<file path="src/core/supervisor_pkg.sv">
// Constants, register map and types for the MCU supervisor block.
// Assumes a 40 MHz core clock and an upstream serial decoder on that clock.
`default_nettype none
package supervisor_pkg;
   // Clock and tick timing
   localparam int CLK_PERIOD_NS = 25;
   localparam int TICK_PERIOD_NS = 1000000;
   localparam int TICK_CYC = TICK_PERIOD_NS / CLK_PERIOD_NS;
   // Reset pulse length in ticks (no figure given, plain default)
   localparam int RST_PULSE_MS = 10;
   // Driver count and index of the power relay output
   localparam int NUM_DRV = 6;
   localparam int RELAY_IDX = 5;
   // Register indices on the register port
   localparam logic [2:0] ADDR_CFG = 3'h0;
   localparam logic [2:0] ADDR_REFRESH = 3'h1;
   localparam logic [2:0] ADDR_CTRL1 = 3'h2;
   localparam logic [2:0] ADDR_STATUS = 3'h3;
   localparam logic [2:0] ADDR_DRV_SEL = 3'h4;
   localparam logic [2:0] ADDR_DRV_ON = 3'h5;
   localparam logic [2:0] ADDR_OL_EN = 3'h6;
   // Field positions
   localparam int CFG_EN_BIT = 7;
   localparam int MUL_S_BIT = 6;
   localparam int MUL_100_BIT = 5;
   localparam int MUL_10_BIT = 4;
   localparam int REFRESH_BIT = 7;
   localparam int SELF_TEST_BIT = 6;
   // Reset values
   localparam logic [7:0] CFG_RST = 8'hca;
   localparam logic [7:0] REFRESH_RST = 8'h00;
   localparam logic [7:0] STATUS_RST = 8'h00;
   localparam logic [7:0] DRV_SEL_RST = 8'h00;
   localparam logic [7:0] DRV_ON_RST = 8'h00;
   localparam logic [7:0] OL_EN_RST = 8'h3f;
   // Multiplier weights in ms
   localparam logic [13:0] MUL_S_MS = 14'h03e8;
   localparam logic [13:0] MUL_100_MS = 14'h0064;
   localparam logic [13:0] MUL_10_MS = 14'h000a;
   localparam logic [13:0] MUL_1_MS = 14'h0001;
   localparam logic [3:0] MANT_MIN = 4'h1;
   localparam logic [3:0] MANT_MAX = 4'ha;

   // One register write request from the serial decoder
   typedef struct packed {
      logic we;
      logic [2:0] addr;
      logic [7:0] data;
   } reg_req_t;

   // Interval code to milliseconds
   function automatic logic [13:0] interval_ms(input logic [6:0] code);
      logic [3:0] m;
      logic [13:0] mul;
      m = (code[3:0] == 4'h0) ? MANT_MIN :
          (code[3:0] > MANT_MAX) ? MANT_MAX : code[3:0];
      mul = code[MUL_S_BIT] ? MUL_S_MS :
            code[MUL_100_BIT] ? MUL_100_MS :
            code[MUL_10_BIT] ? MUL_10_MS : MUL_1_MS;
      return 14'(m * mul);
   endfunction
endpackage
`default_nettype wire

</file>
<file path="src/core/mcu_supervisor_watchdog.sv">
// Timeout supervisor, self-test status register and driver gating.
// Assumes register writes arrive decoded on mclk_in; pins are asynchronous.
`timescale 1ns/1ps
`default_nettype none

// Behaviour
// - Reset turns drivers off, pulls reset line low, loads register defaults
// - Self-test isolates status from fault logic
// - Self-test writes store ones and zeros
// - Otherwise host clears, faults set status
// - Leaving self-test restores status defaults
// - Supervisor reset clears self-test bit
// - Refresh reloads interval and restarts count
// - Elapsed interval pulses MCU reset low
// - Any reset restores ten seconds, enabled
// - Mantissa zero means one, above ten ten
// - Bits six, five, four pick multipliers
// - Several multiplier bits: largest wins
// - Config bit seven enables the supervisor
// - Control bit seven written one refreshes
// - Nonzero control bits give temporary interval
// - Control register clears when loaded
// - Key low forces drivers off except relay
// - Reset line low forces all drivers off
// - Pin OR/AND SPI bit per select bit
module mcu_supervisor_watchdog #(
   parameter int TICK_CYC = supervisor_pkg::TICK_CYC,
   parameter int RST_PULSE_MS = supervisor_pkg::RST_PULSE_MS
) (
   // Clock and reset
   input wire logic mclk_in,
   input wire logic rst_in,
   // Register port
   input wire supervisor_pkg::reg_req_t reg_req_in,
   input wire logic [2:0] reg_rd_addr_in,
   output logic [7:0] rd_data_out,
   // Pins and fault sources (asynchronous)
   input wire logic ignition_key_input_in,
   input wire logic [supervisor_pkg::NUM_DRV-1:0] drv_pin_in,
   input wire logic [7:0] fault_in,
   // Open-drain MCU reset line
   input wire logic mcu_reset_output_in,
   output logic mcu_reset_output_out,
   output logic mcu_reset_output_oe_n_out,
   // Low-side driver controls
   output logic [supervisor_pkg::NUM_DRV-1:0] low_side_driver_on_out,
   output logic [supervisor_pkg::NUM_DRV-1:0] ol_pulldown_en_out
);
   import supervisor_pkg::*;

   localparam int PW = $clog2(TICK_CYC);
   localparam logic [PW-1:0] TICK_LAST = PW'(TICK_CYC - 1);
   localparam logic [7:0] PULSE_LEN = 8'(RST_PULSE_MS);
   localparam int SW = 2 + NUM_DRV + 8;

   ////////////////////////////////////////////////////////////////////
   // Input synchronisers
   logic [SW-1:0] sync1_r; // First stage, read only by second
   logic [SW-1:0] sync2_r; // Stable copies
   wire logic key_s = sync2_r[0];
   wire logic rst_pin_s = sync2_r[1];
   wire logic [NUM_DRV-1:0] pin_s = sync2_r[2 +: NUM_DRV];
   wire logic [7:0] fault_s = sync2_r[2+NUM_DRV +: 8];

   // Two flops for every asynchronous input
   always_ff @(posedge mclk_in) begin
      sync1_r <= {fault_in, drv_pin_in, mcu_reset_output_in,
                  ignition_key_input_in};
      sync2_r <= sync1_r;
   end

   ////////////////////////////////////////////////////////////////////
   // Registers and write decode
   logic [7:0] cfg_r; // Interval configuration
   logic [7:0] refresh_r; // Refresh control, temporary interval
   logic self_test_r; // Self-test mode
   logic [7:0] status_r; // Fault status
   logic [NUM_DRV-1:0] drv_sel_r; // 1 selects AND, 0 selects OR
   logic [NUM_DRV-1:0] drv_spi_r; // SPI on/off bits
   logic [NUM_DRV-1:0] ol_en_r; // Open-load pull-down enables

   wire logic wr_cfg = reg_req_in.we && reg_req_in.addr == ADDR_CFG;
   wire logic wr_ref = reg_req_in.we && reg_req_in.addr == ADDR_REFRESH;
   wire logic wr_ctl1 = reg_req_in.we && reg_req_in.addr == ADDR_CTRL1;
   wire logic wr_stat = reg_req_in.we && reg_req_in.addr == ADDR_STATUS;
   wire logic wr_sel = reg_req_in.we && reg_req_in.addr == ADDR_DRV_SEL;
   wire logic wr_on = reg_req_in.we && reg_req_in.addr == ADDR_DRV_ON;
   wire logic wr_ol = reg_req_in.we && reg_req_in.addr == ADDR_OL_EN;
   wire logic [7:0] wd = reg_req_in.data;

   ////////////////////////////////////////////////////////////////////
   // Tick prescaler and supervisor timer
   logic [PW-1:0] presc_r; // Cycle count within one ms
   logic [13:0] cnt_r; // Remaining ms
   logic [7:0] pulse_r; // Remaining reset pulse ms
   logic rst_drive_r; // Reset line being pulled low

   wire logic tick = presc_r == TICK_LAST;
   wire logic wd_run = cfg_r[CFG_EN_BIT] && !rst_drive_r;
   wire logic timeout = tick && wd_run && cnt_r <= 14'h0001;
   // Refresh is ignored while the reset pulse holds the defaults
   wire logic refresh = wr_ref && wd[REFRESH_BIT] && !timeout &&
                        !rst_drive_r;
   // Temporary value wins when nonzero, written or already stored
   wire logic [6:0] tmp_code = (wd[6:0] != 7'h00) ? wd[6:0] : refresh_r[6:0];
   wire logic [6:0] load_code = (tmp_code != 7'h00) ? tmp_code :
                                cfg_r[6:0];
   wire logic [13:0] load_val = interval_ms(load_code);
   wire logic [13:0] dflt_val = interval_ms(CFG_RST[6:0]);
   wire logic pulse_end = tick && rst_drive_r && pulse_r <= 8'h01;

   // Timer next value: timeout and pulse reload default, refresh reloads
   wire logic [13:0] cnt_nxt =
      (timeout || rst_drive_r) ? dflt_val :
      refresh ? load_val :
      !cfg_r[CFG_EN_BIT] ? interval_ms(cfg_r[6:0]) :
      tick ? cnt_r - 14'h0001 : cnt_r;
   wire logic [7:0] pulse_nxt = timeout ? PULSE_LEN :
      (tick && rst_drive_r && pulse_r != 8'h00) ? pulse_r - 8'h01 : pulse_r;
   wire logic rst_drive_nxt = timeout ? 1'b1 :
                              pulse_end ? 1'b0 : rst_drive_r;

   // Prescaler, timer and pulse state
   always_ff @(posedge mclk_in) begin
      if (rst_in) begin
         presc_r <= '0;
         cnt_r <= dflt_val;
         pulse_r <= PULSE_LEN;
         rst_drive_r <= 1'b1; // Power-on pulse
      end else begin
         presc_r <= tick ? '0 : presc_r + 1'b1;
         cnt_r <= cnt_nxt;
         pulse_r <= pulse_nxt;
         rst_drive_r <= rst_drive_nxt;
      end
   end

   ////////////////////////////////////////////////////////////////////
   // Configuration, refresh control and self-test bit
   wire logic st_exit = wr_ctl1 && self_test_r && !wd[SELF_TEST_BIT];
   wire logic [7:0] cfg_nxt = timeout ? CFG_RST :
                              wr_cfg ? wd : cfg_r;
   // Loaded contents clear; a non-refresh write parks a temporary value
   wire logic [7:0] refresh_nxt =
      (timeout || rst_drive_r || refresh) ? REFRESH_RST :
      wr_ref ? {1'b0, wd[6:0]} : refresh_r;
   wire logic self_test_nxt = timeout ? 1'b0 :
                              wr_ctl1 ? wd[SELF_TEST_BIT] : self_test_r;

   // Status: self-test stores writes, else clear-only with set winning
   wire logic [7:0] stat_norm = (wr_stat ? (status_r & wd) : status_r)
                                | fault_s;
   wire logic [7:0] status_nxt =
      (st_exit || (timeout && self_test_r)) ? STATUS_RST :
      self_test_r ? (wr_stat ? wd : status_r) :
      stat_norm;

   // Register file state
   always_ff @(posedge mclk_in) begin
      if (rst_in) begin
         cfg_r <= CFG_RST;
         refresh_r <= REFRESH_RST;
         self_test_r <= 1'b0;
         status_r <= STATUS_RST;
         drv_sel_r <= DRV_SEL_RST[NUM_DRV-1:0];
         drv_spi_r <= DRV_ON_RST[NUM_DRV-1:0];
         ol_en_r <= OL_EN_RST[NUM_DRV-1:0];
      end else begin
         cfg_r <= cfg_nxt;
         refresh_r <= refresh_nxt;
         self_test_r <= self_test_nxt;
         status_r <= status_nxt;
         drv_sel_r <= wr_sel ? wd[NUM_DRV-1:0] : drv_sel_r;
         drv_spi_r <= wr_on ? wd[NUM_DRV-1:0] : drv_spi_r;
         ol_en_r <= wr_ol ? wd[NUM_DRV-1:0] : ol_en_r;
      end
   end

   ////////////////////////////////////////////////////////////////////
   // Driver gating
   localparam logic [NUM_DRV-1:0] RELAY_MASK = NUM_DRV'(1) << RELAY_IDX;
   // Line low from us or from outside blocks everything
   wire logic rst_block = rst_drive_r || !rst_pin_s;
   wire logic [NUM_DRV-1:0] combined = (drv_sel_r & pin_s & drv_spi_r) |
      (~drv_sel_r & (pin_s | drv_spi_r));
   wire logic [NUM_DRV-1:0] key_mask = key_s ? '1 : RELAY_MASK;
   wire logic [NUM_DRV-1:0] drv_nxt = rst_block ? '0 : (combined & key_mask);

   // Read data selection, unused bits read zero
   wire logic [7:0] drv_sel_rd = 8'(drv_sel_r);
   wire logic [7:0] drv_spi_rd = 8'(drv_spi_r);
   wire logic [7:0] ol_en_rd = 8'(ol_en_r);
   wire logic [7:0] rd_nxt =
      (reg_rd_addr_in == ADDR_CFG) ? cfg_r :
      (reg_rd_addr_in == ADDR_REFRESH) ? refresh_r :
      (reg_rd_addr_in == ADDR_CTRL1) ? {1'b0, self_test_r, 6'h00} :
      (reg_rd_addr_in == ADDR_STATUS) ? status_r :
      (reg_rd_addr_in == ADDR_DRV_SEL) ? drv_sel_rd :
      (reg_rd_addr_in == ADDR_DRV_ON) ? drv_spi_rd :
      (reg_rd_addr_in == ADDR_OL_EN) ? ol_en_rd : 8'h00;

   // Output flops; open drain data is always low, enable does the work
   always_ff @(posedge mclk_in) begin
      if (rst_in) begin
         low_side_driver_on_out <= '0;
         ol_pulldown_en_out <= OL_EN_RST[NUM_DRV-1:0];
         mcu_reset_output_out <= 1'b0;
         mcu_reset_output_oe_n_out <= 1'b0;
         rd_data_out <= 8'h00;
      end else begin
         low_side_driver_on_out <= drv_nxt;
         ol_pulldown_en_out <= ol_en_r;
         mcu_reset_output_out <= 1'b0;
         mcu_reset_output_oe_n_out <= !rst_drive_nxt;
         rd_data_out <= rd_nxt;
      end
   end
endmodule // mcu_supervisor_watchdog
`default_nettype wire

</file>
<file path="config.mk">
export PLATFORM = sky130hd
export DESIGN_NAME = mcu_supervisor_watchdog
export DESIGN_NICKNAME = d
export VERILOG_FILES = /design/src/core/supervisor_pkg.sv /design/src/core/mcu_supervisor_watchdog.sv
export SDC_FILE = /design/constraint.sdc
export NUM_CORES = 1
export LEC_CHECK = 0
export BUFFER_PORTS_ARGS = -buffer_cell sky130_fd_sc_hd__buf_2
export CORE_MARGIN = 4
export CORE_UTILIZATION = 35
export CTS_BUF_LIST = sky130_fd_sc_hd__clkbuf_4 sky130_fd_sc_hd__clkbuf_8 sky130_fd_sc_hd__clkbuf_16
export DETAILED_ROUTE_END_ITERATION = 8
export PLACE_DENSITY = 0.54
export SLEW_MARGIN = 20
export SYNTH_ARGS = -nofsm -noshare
export SYNTH_HDL_FRONTEND = slang
export SYNTH_SLANG_ARGS = --single-unit
</file>
<file path="constraint.sdc">
create_clock -name mclk_in -period 5.5 [get_ports mclk_in]
set_input_delay 0.825 -clock mclk_in [delete_from_list [all_inputs] [get_ports mclk_in]]
set_output_delay 0.825 -clock mclk_in [all_outputs]
set_load 0.03 [all_outputs]
</file>
==> results of run 1 <==
[power by group]
| group | switching [mW] | internal [mW] | total (mW) | leakage [nW] |
|---|---|---|---|---|
| registers | 0.0179 | 1.00 | 1.02 | 1.10 |
| logic | 0.219 | 0.149 | 0.368 | 2.48 |
| clock network | 0.472 | 0.735 | 1.21 | 0.305 |
| total | 0.709 | 1.88 | 2.59 | 3.88 |
[layout by cell type (no fill, tap or decap), types with 26 or more instances in the layout]
master,netlist,layout
dfxtp_1,134,134
nor2_1,123,123
nand2_1,76,76
inv_1,75,75
a21oi_1,71,71
buf_2,3,53
ha_1,48,48
o21ai_0,36,36
nor3_1,32,32
fa_1,26,26
[path summary, 6_finish.rpt]
path	start	end	depth (start not counted)
setup reg to reg	refresh_r[3]	cnt_r[12]	17
hold reg to reg	sync1_r[15]	sync2_r[15]	0
hold / removal	sync1_r[15]	sync2_r[15]	0
setup / recovery	reg_req_in[1]	cnt_r[12]	18
[worst register-to-register path: cells and delay by family (launching register included)]
| family | cells | cell delay, ns |
|---|---|---|
| adders and majority gates | 3 | 1.55 |
| AOI/OAI and AO/OA | 9 | 2.06 |
| xor gates and xnor gates | 1 | 0.15 |
| DFF | 1 | 0.46 |
| buffers and inverters | 1 | 0.06 |
| and+or+nand+nor | 3 | 0.47 |
[stage by stage]
step | TNS [ns] | instances | power (mW) | hold WS [ns] | cell area (sq um)
after global routing | 0 | 1282 | 2.70 | 0.329 | 9040
after global placement | 0 | 1250 | 1.40 | 0.310 | 8420
after CTS | 0 | 1282 | 2.62 | 0.324 | 9040
after detailed placement | -0.00947 | 1250 | 1.41 | 0.312 | 8420
final | 0 | 1282 | 2.59 | 0.324 | 9040
after floorplan | 0 | 937 | 1.30 | 0.310 | 7810
[sequential cells by signal, indices dropped and copies added (netlist names)]
name and cells:
rst_drive_r 1, cnt_r 14, pulse_r 8, low_side_driver_on_out 6, sync2_r 16, ol_en_r 6
mcu_reset_output_oe_n_out 1, refresh_r 7, presc_r 16, self_test_r 1, drv_spi_r 6, status_r 8
cfg_r 8, rd_data_out 8, sync1_r 16, ol_pulldown_en_out 6, drv_sel_r 6
[cell type report]
cell class | instances | area, sq um | area share
multi-input combinational | 686 | 4680 | 0.518
sequential | 134 | 2680 | 0.297
clock buffer | 18 | 433 | 0.0479
timing repair buffer | 74 | 423 | 0.0468
tap | 280 | 350 | 0.0387
inverter | 76 | 285 | 0.0315
clock inverter | 14 | 189 | 0.0209
[kinds of logic after synthesis]
kind of cell,after synthesis,synth area share
mux,15,0.0192
buf+inv,117,0.0577
fa+ha+maj,80,0.151
simple gates,355,0.222
compound gates,192,0.158
other cells,1,0.000480
xor+xnor,43,0.0482
flops,134,0.343
[per-layer routing]
layer	wire (um)	vias to the layer above
li1	-	3311
met1	9740	3106
met3	699	20
met5	0	-
met4	285	0
met2	8910	108
==> summary.txt, run 1 <==
Synth
  – Register area share after synthesis: 0.343
  – Ranking of synthesized cells by area: dfxtp_1 34%, ha_1 7.7%, fa_1 6.7%
  – Ys flop type: dfxtp_1
  – Synthesis Warnings: 0
  – Yosys top cell by area: dfxtp_1
  – Most numerous cell in the Yosys netlist: dfxtp_1
  – Yosys top cell area share: 0.343
  – Syn_nets: around 1000
  – Post-synth EDFFs: 0
  – Average cell area after synthesis: about 8.3 sq um
  – Synth unique cells: 67
  – FFs w/ async S/R, synth: 0
  – Post-synth top cells: 134 x dfxtp_1, 123 x nor2_1, 76 x nand2_1
  – Post-synthesis cell count: approximately 940
  – Seq cells post-synth: 134
  – Synth Cell Area: 7810 sq um

Routing
  – DR WL/cell: 15.3 um
  – Vias after detailed routing: 6545
  – Number of routed nets with antenna violations: 0
  – Initial drt markers: 468
  – Avg Vias per Cell: just over 5
  – Drt first pass iters: 5
  – Final WL: 19.6 mm
  – DRC viols: 0

Setup path
  – Data arrival, critical path: 5.42 ns
  – CP Buf/Inv Count: 3
  – Cells along the critical path: buf_2, or3_1, or3_1, o311ai_0, buf_4, a22oi_2, or2_2, fa_1, inv_1, fa_1, fa_1, a21oi_1, o2111ai_1, a31o_2, a21oi_1, xnor2_1, a22oi_1, a21oi_1
  – Worst setup SP type: input port
  – Worst setup EP type: register
  – Critical path required time: 5.84 ns
  – CP max-delay cell: fa_1
  – Max incr delay on CP: 0.53 ns
  – CP Max Fanout: 3
  – Setup slack, reg-to-reg: 0.68 ns
  – Crit path max-delay family: compound AO/OA/AOI/OAI gates
  – Crit Path Class: input port to register

Job
  – Max cap viols: 0

Pwr
  – Pwr dens: 287 nW/um^2
  – Max VDD drop: roughly 210 uV
  – Pleak: 3.88 nW

Floorplanning
  – Die height: 157 um
  – Initial core utilization: 0.357
  – Die W: 157 um
  – Overall die area: 24800 sq um
  – Core area: 21900 sq um
  – # rows: 54
  – Top-Level Pins: 55

Placement
  – HPWL Detailed: 14.8 mm
  – GPL Wtd Cong: 0.858
  – Input/output buffers: 53
  – DP Worst Slack: -0.00947 ns

GRT
  – GR peak layer: met2
  – Grt ovf: 0
  – First-pass GRT wire length: 32.5 mm
  – Initial antenna violation count: 0
  – Largest net degree at the start of global routing: 39
  – GR Util All Layers: 0.163
  – Routing usage on met1: 0.229
  – Via count of the first global-routing pass: 6381
  – Grt met2 use: 0.260
  – GR Util met3: 0.0256

Clock tree
  – # clock sinks: between 100 and 150
  – CTS buffer count: 17
  – Clock latency at the later pin of the worst-skew pair: approximately 0.42 ns
  – CTS tree: built
  – Clk root buf: clkbuf_16
  – Post-CTS setup buffers: 0
  – Worst-path clk slew: 0.06 ns
  – Post_cts resized: 0
  – # H-tree levels: 4
  – Hold-fix buffers at CTS: 0
  – Clock Path Buffers: 2

Worst hold path
  – Classification of the worst-slack hold path: register to register

Cells and area
  – Layout area overhead: 15.7%
  – Share of cells above drive strength 1: 0.134
  – Final core occ: 0.413
  – # fillers: 2264
  – Nets: approximately 1100
  – Diodes inserted: 0

Timing
  – Fin worst setup slack: 0.414 ns
  – Slew HR: 0.427
  – RSZ-0062 raised after global routing: false
  – Actual slew at the worst max-slew pin: 0.856 ns
  – Tmin final: a little over 5 ns
  – Final hold violation count: 0
  – Fmax: approximately 200 MHz
  – Max-slew violation count: 0
  – # setup viols final: 0
  – Final Cycle Share: 0.925
  – Layout Skew: 0.00872 ns

Status
  – Outcome: finished clean
No activity file was read; power rests on OpenSTA's default activity.
==> run 2: changes to the inputs <==
--- a/config.mk
+++ b/config.mk
@@ -7,10 +7,10 @@
 export LEC_CHECK = 0
 export BUFFER_PORTS_ARGS = -buffer_cell sky130_fd_sc_hd__buf_2
 export CORE_MARGIN = 4
-export CORE_UTILIZATION = 35
+export CORE_UTILIZATION = 50
 export CTS_BUF_LIST = sky130_fd_sc_hd__clkbuf_4 sky130_fd_sc_hd__clkbuf_8 sky130_fd_sc_hd__clkbuf_16
 export DETAILED_ROUTE_END_ITERATION = 8
-export PLACE_DENSITY = 0.54
+export PLACE_DENSITY = 0.72
 export SLEW_MARGIN = 20
 export SYNTH_ARGS = -nofsm -noshare
 export SYNTH_HDL_FRONTEND = slang
==> run 2 against run 1 <==
  * First-iteration DRC count is 20% higher
  * Flip-flop and latch count stayed put
  * Fmax is 0.19% lower
  * Clock skew is 0.0030 ns lower
  * Register-to-register slack hardly changed
  * Non-clock buffer count is 7 lower
  * Worst hold slack better by 0.0015 ns
  * Combinational power is 2% lower
  * Cell count is 5.9% lower
  * Critical path depth stayed put
  * Routed wire length is 7.9% lower
  * Critical path type unchanged
==> summary.txt, run 2 (synthesis results as in run 1) <==
Routing
  – Final WL: 18.1 mm (-7.9%)
  – Vias after detailed routing: 6582 (+0.57%)
  – Drt first pass iters: 5 (unchanged)
  – Avg Vias per Cell: 5.46 (+6.9%)
  – DRC viols: 0 (unchanged)
  – Initial drt markers: 560 (+20%)
  – DR WL/cell: 15.0 um (-2.1%)
  – Number of routed nets with antenna violations: 0 (unchanged)

Cells and area
  – Layout area overhead: 13.4%
  – Diodes inserted: 0 (unchanged)
  – Highest-count cells in the layout ignoring fill and taps: 134 x dfxtp_1, 123 x nor2_1, 76 x nand2_1, 75 x inv_1, 71 x a21oi_1
  – Finished Layout Cells: 1206 (-5.9%)
  – Nets: 1089 (-0.64%)
  – Post-Layout Inst Area: 8860 sq um (-2.0%)
  – Top Registers: presc_r (16), sync1_r (16), sync2_r (16)
  – Final core occ: 0.581 (+0.168)
  – Share of cells above drive strength 1: 0.128 (-0.00609)
  – Commonest non-fill, non-tap cell in the layout: dfxtp_1

Job
  – Max cap viols: 0 (unchanged)

Floorplanning
  – Top-Level Pins: 55 (unchanged)
  – Die W: 133 um (-16%)
  – # rows: 45 (-17%)
  – Initial core utilization: 0.512 (+0.155)
  – Core area: 15300 sq um (-30%)
  – Die height: 133 um (-16%)
  – Overall die area: 17700 sq um (-29%)

Timing
  – Tmin final: 5.10 ns (+0.00957 ns)
  – Max-slew violation count: 0 (unchanged)
  – Final hold violation count: 0 (unchanged)
  – RSZ-0062 raised after global routing: false
  – Slew HR: 0.471 (+0.0433)
  – Layout Skew: 0.00570 ns (-0.00302 ns)
  – Fmax: 196 MHz (-0.19%)
  – Final Cycle Share: 0.926 (+0.00174)
  – Fin worst setup slack: 0.405 ns (-0.00957 ns)
  – Total Neg Setup Slack: 0 ns (unchanged)
  – Worst hold margin: 0.326 ns (+0.00146 ns)
  – # setup viols final: 0 (unchanged)
  – Actual slew at the worst max-slew pin: 0.791 ns (-0.0647 ns)

Clock tree
  – CTS tree: built
  – Post_cts resized: 0 (unchanged)
  – CTS buffer count: 17 (unchanged)
  – Clk root buf: clkbuf_16
  – Post-CTS setup buffers: 0 (unchanged)
  – # H-tree levels: 4 (unchanged)
  – Clock Path Buffers: 2 (unchanged)
  – # clock sinks: 134 (unchanged)
  – Hold-fix buffers at CTS: 0 (unchanged)
  – Clock latency at the later pin of the worst-skew pair: 0.41 ns (about the same)
  – Worst-path clk slew: 0.06 ns (about the same)

Setup path
  – Worst setup EP type: register
  – CP max-delay cell: fa_1
  – Crit Path Class: input port to register
  – Worst setup SP type: input port
  – CP Buf/Inv Count: 3 (unchanged)
  – Cells along the critical path: buf_2, or3_1, or3_1, o311ai_0, buf_4, a22oi_2, or2_2, fa_1, inv_1, fa_1, fa_1, a21oi_1, o2111ai_1, a31o_2, a21oi_1, xnor2_1, a22oi_1, a21oi_1
  – Max incr delay on CP: 0.52 ns (about the same)
  – Data arrival, critical path: 5.43 ns (about the same)
  – CP Max Fanout: 4 (+1)
  – Critical path required time: 5.83 ns (about the same)
  – Crit path max-delay family: compound AO/OA/AOI/OAI gates

GRT
  – First-pass GRT wire length: 30.5 mm (-6.2%)
  – Largest net degree at the start of global routing: 39 (unchanged)
  – GR Util All Layers: 0.210 (+0.0470)
  – Grt ovf: 0 (unchanged)
  – Initial antenna violation count: 0 (unchanged)
  – Via count of the first global-routing pass: 6363 (-0.28%)

Placement
  – Placed cell count: 1174 (-6.1%)
  – GPL Wtd Cong: 0.920 (+7.3%)
  – Placed cell areas: 8280 sq um (-1.6%)
  – Input/output buffers: 53 (unchanged)
  – DP Worst Slack: 0.0202 ns (+0.0297 ns)
  – HPWL Detailed: 13.7 mm (-7.7%)

Pwr
  – Pwr dens: 278 nW/um^2 (-2.9%)
  – Max VDD drop: 242 uV (+15%)
  – Pleak: 3.83 nW (-1.4%)
  – Tot Pwr: 2.47 mW (-4.8%)

Worst hold path
  – Classification of the worst-slack hold path: register to register

Status
  – Outcome: finished clean
==> run 2: power breakdown <==
group	switching, mW	leakage, nW	internal (mW)
Combinational	0.215	2.44	0.147
Clock	0.430	0.287	0.658
Sequential	0.0178	1.10	1.00
==> run 2: final timing paths <==
path | depth (start not counted) | slack (ns) | start | to
min | 0 | 0.33 | sync1_r[7] | sync2_r[7]
max | 18 | 0.40 | reg_req_in[1] | cnt_r[12]
min reg2reg | 0 | 0.33 | sync1_r[7] | sync2_r[7]
max reg2reg | 17 | 0.68 | refresh_r[3] | cnt_r[12]
==> run 2: per-layer routing <==
metal / wire length (um) / GRT usage / vias up / share of wire
met1: 8460 / 0.293 / 3052 / 0.47
met2: 8180 / 0.334 / 213 / 0.45
met4: 234 / 0.0600 / 0 / 0.013
met5: 0 / 0 / - / 0
li1: - / - / 3301 / -
met3: 1200 / 0.0365 / 16 / 0.066
==> run 2: cell type report <==
type                       count  area, sq um
clock buffer                  20          460
clock inverter                12          120
fill                        1385         6400
inverter                      76          285
multi-input combinational    686         4680
sequential                   134         2680
tap                          211          264
timing repair buffer          67          370
==> run 2: worst register-to-register path, delay by kind of cell (launching register included) <==
| kind | cells | cell delay, ns |
|---|---|---|
| DFF | 1 | 0.48 |
| and+or+nand+nor | 3 | 0.50 |
| adders and majority gates | 3 | 1.56 |
| xor gates and xnor gates | 1 | 0.14 |
| AOI/OAI and AO/OA | 9 | 2.03 |
| buffers and inverters | 1 | 0.06 |
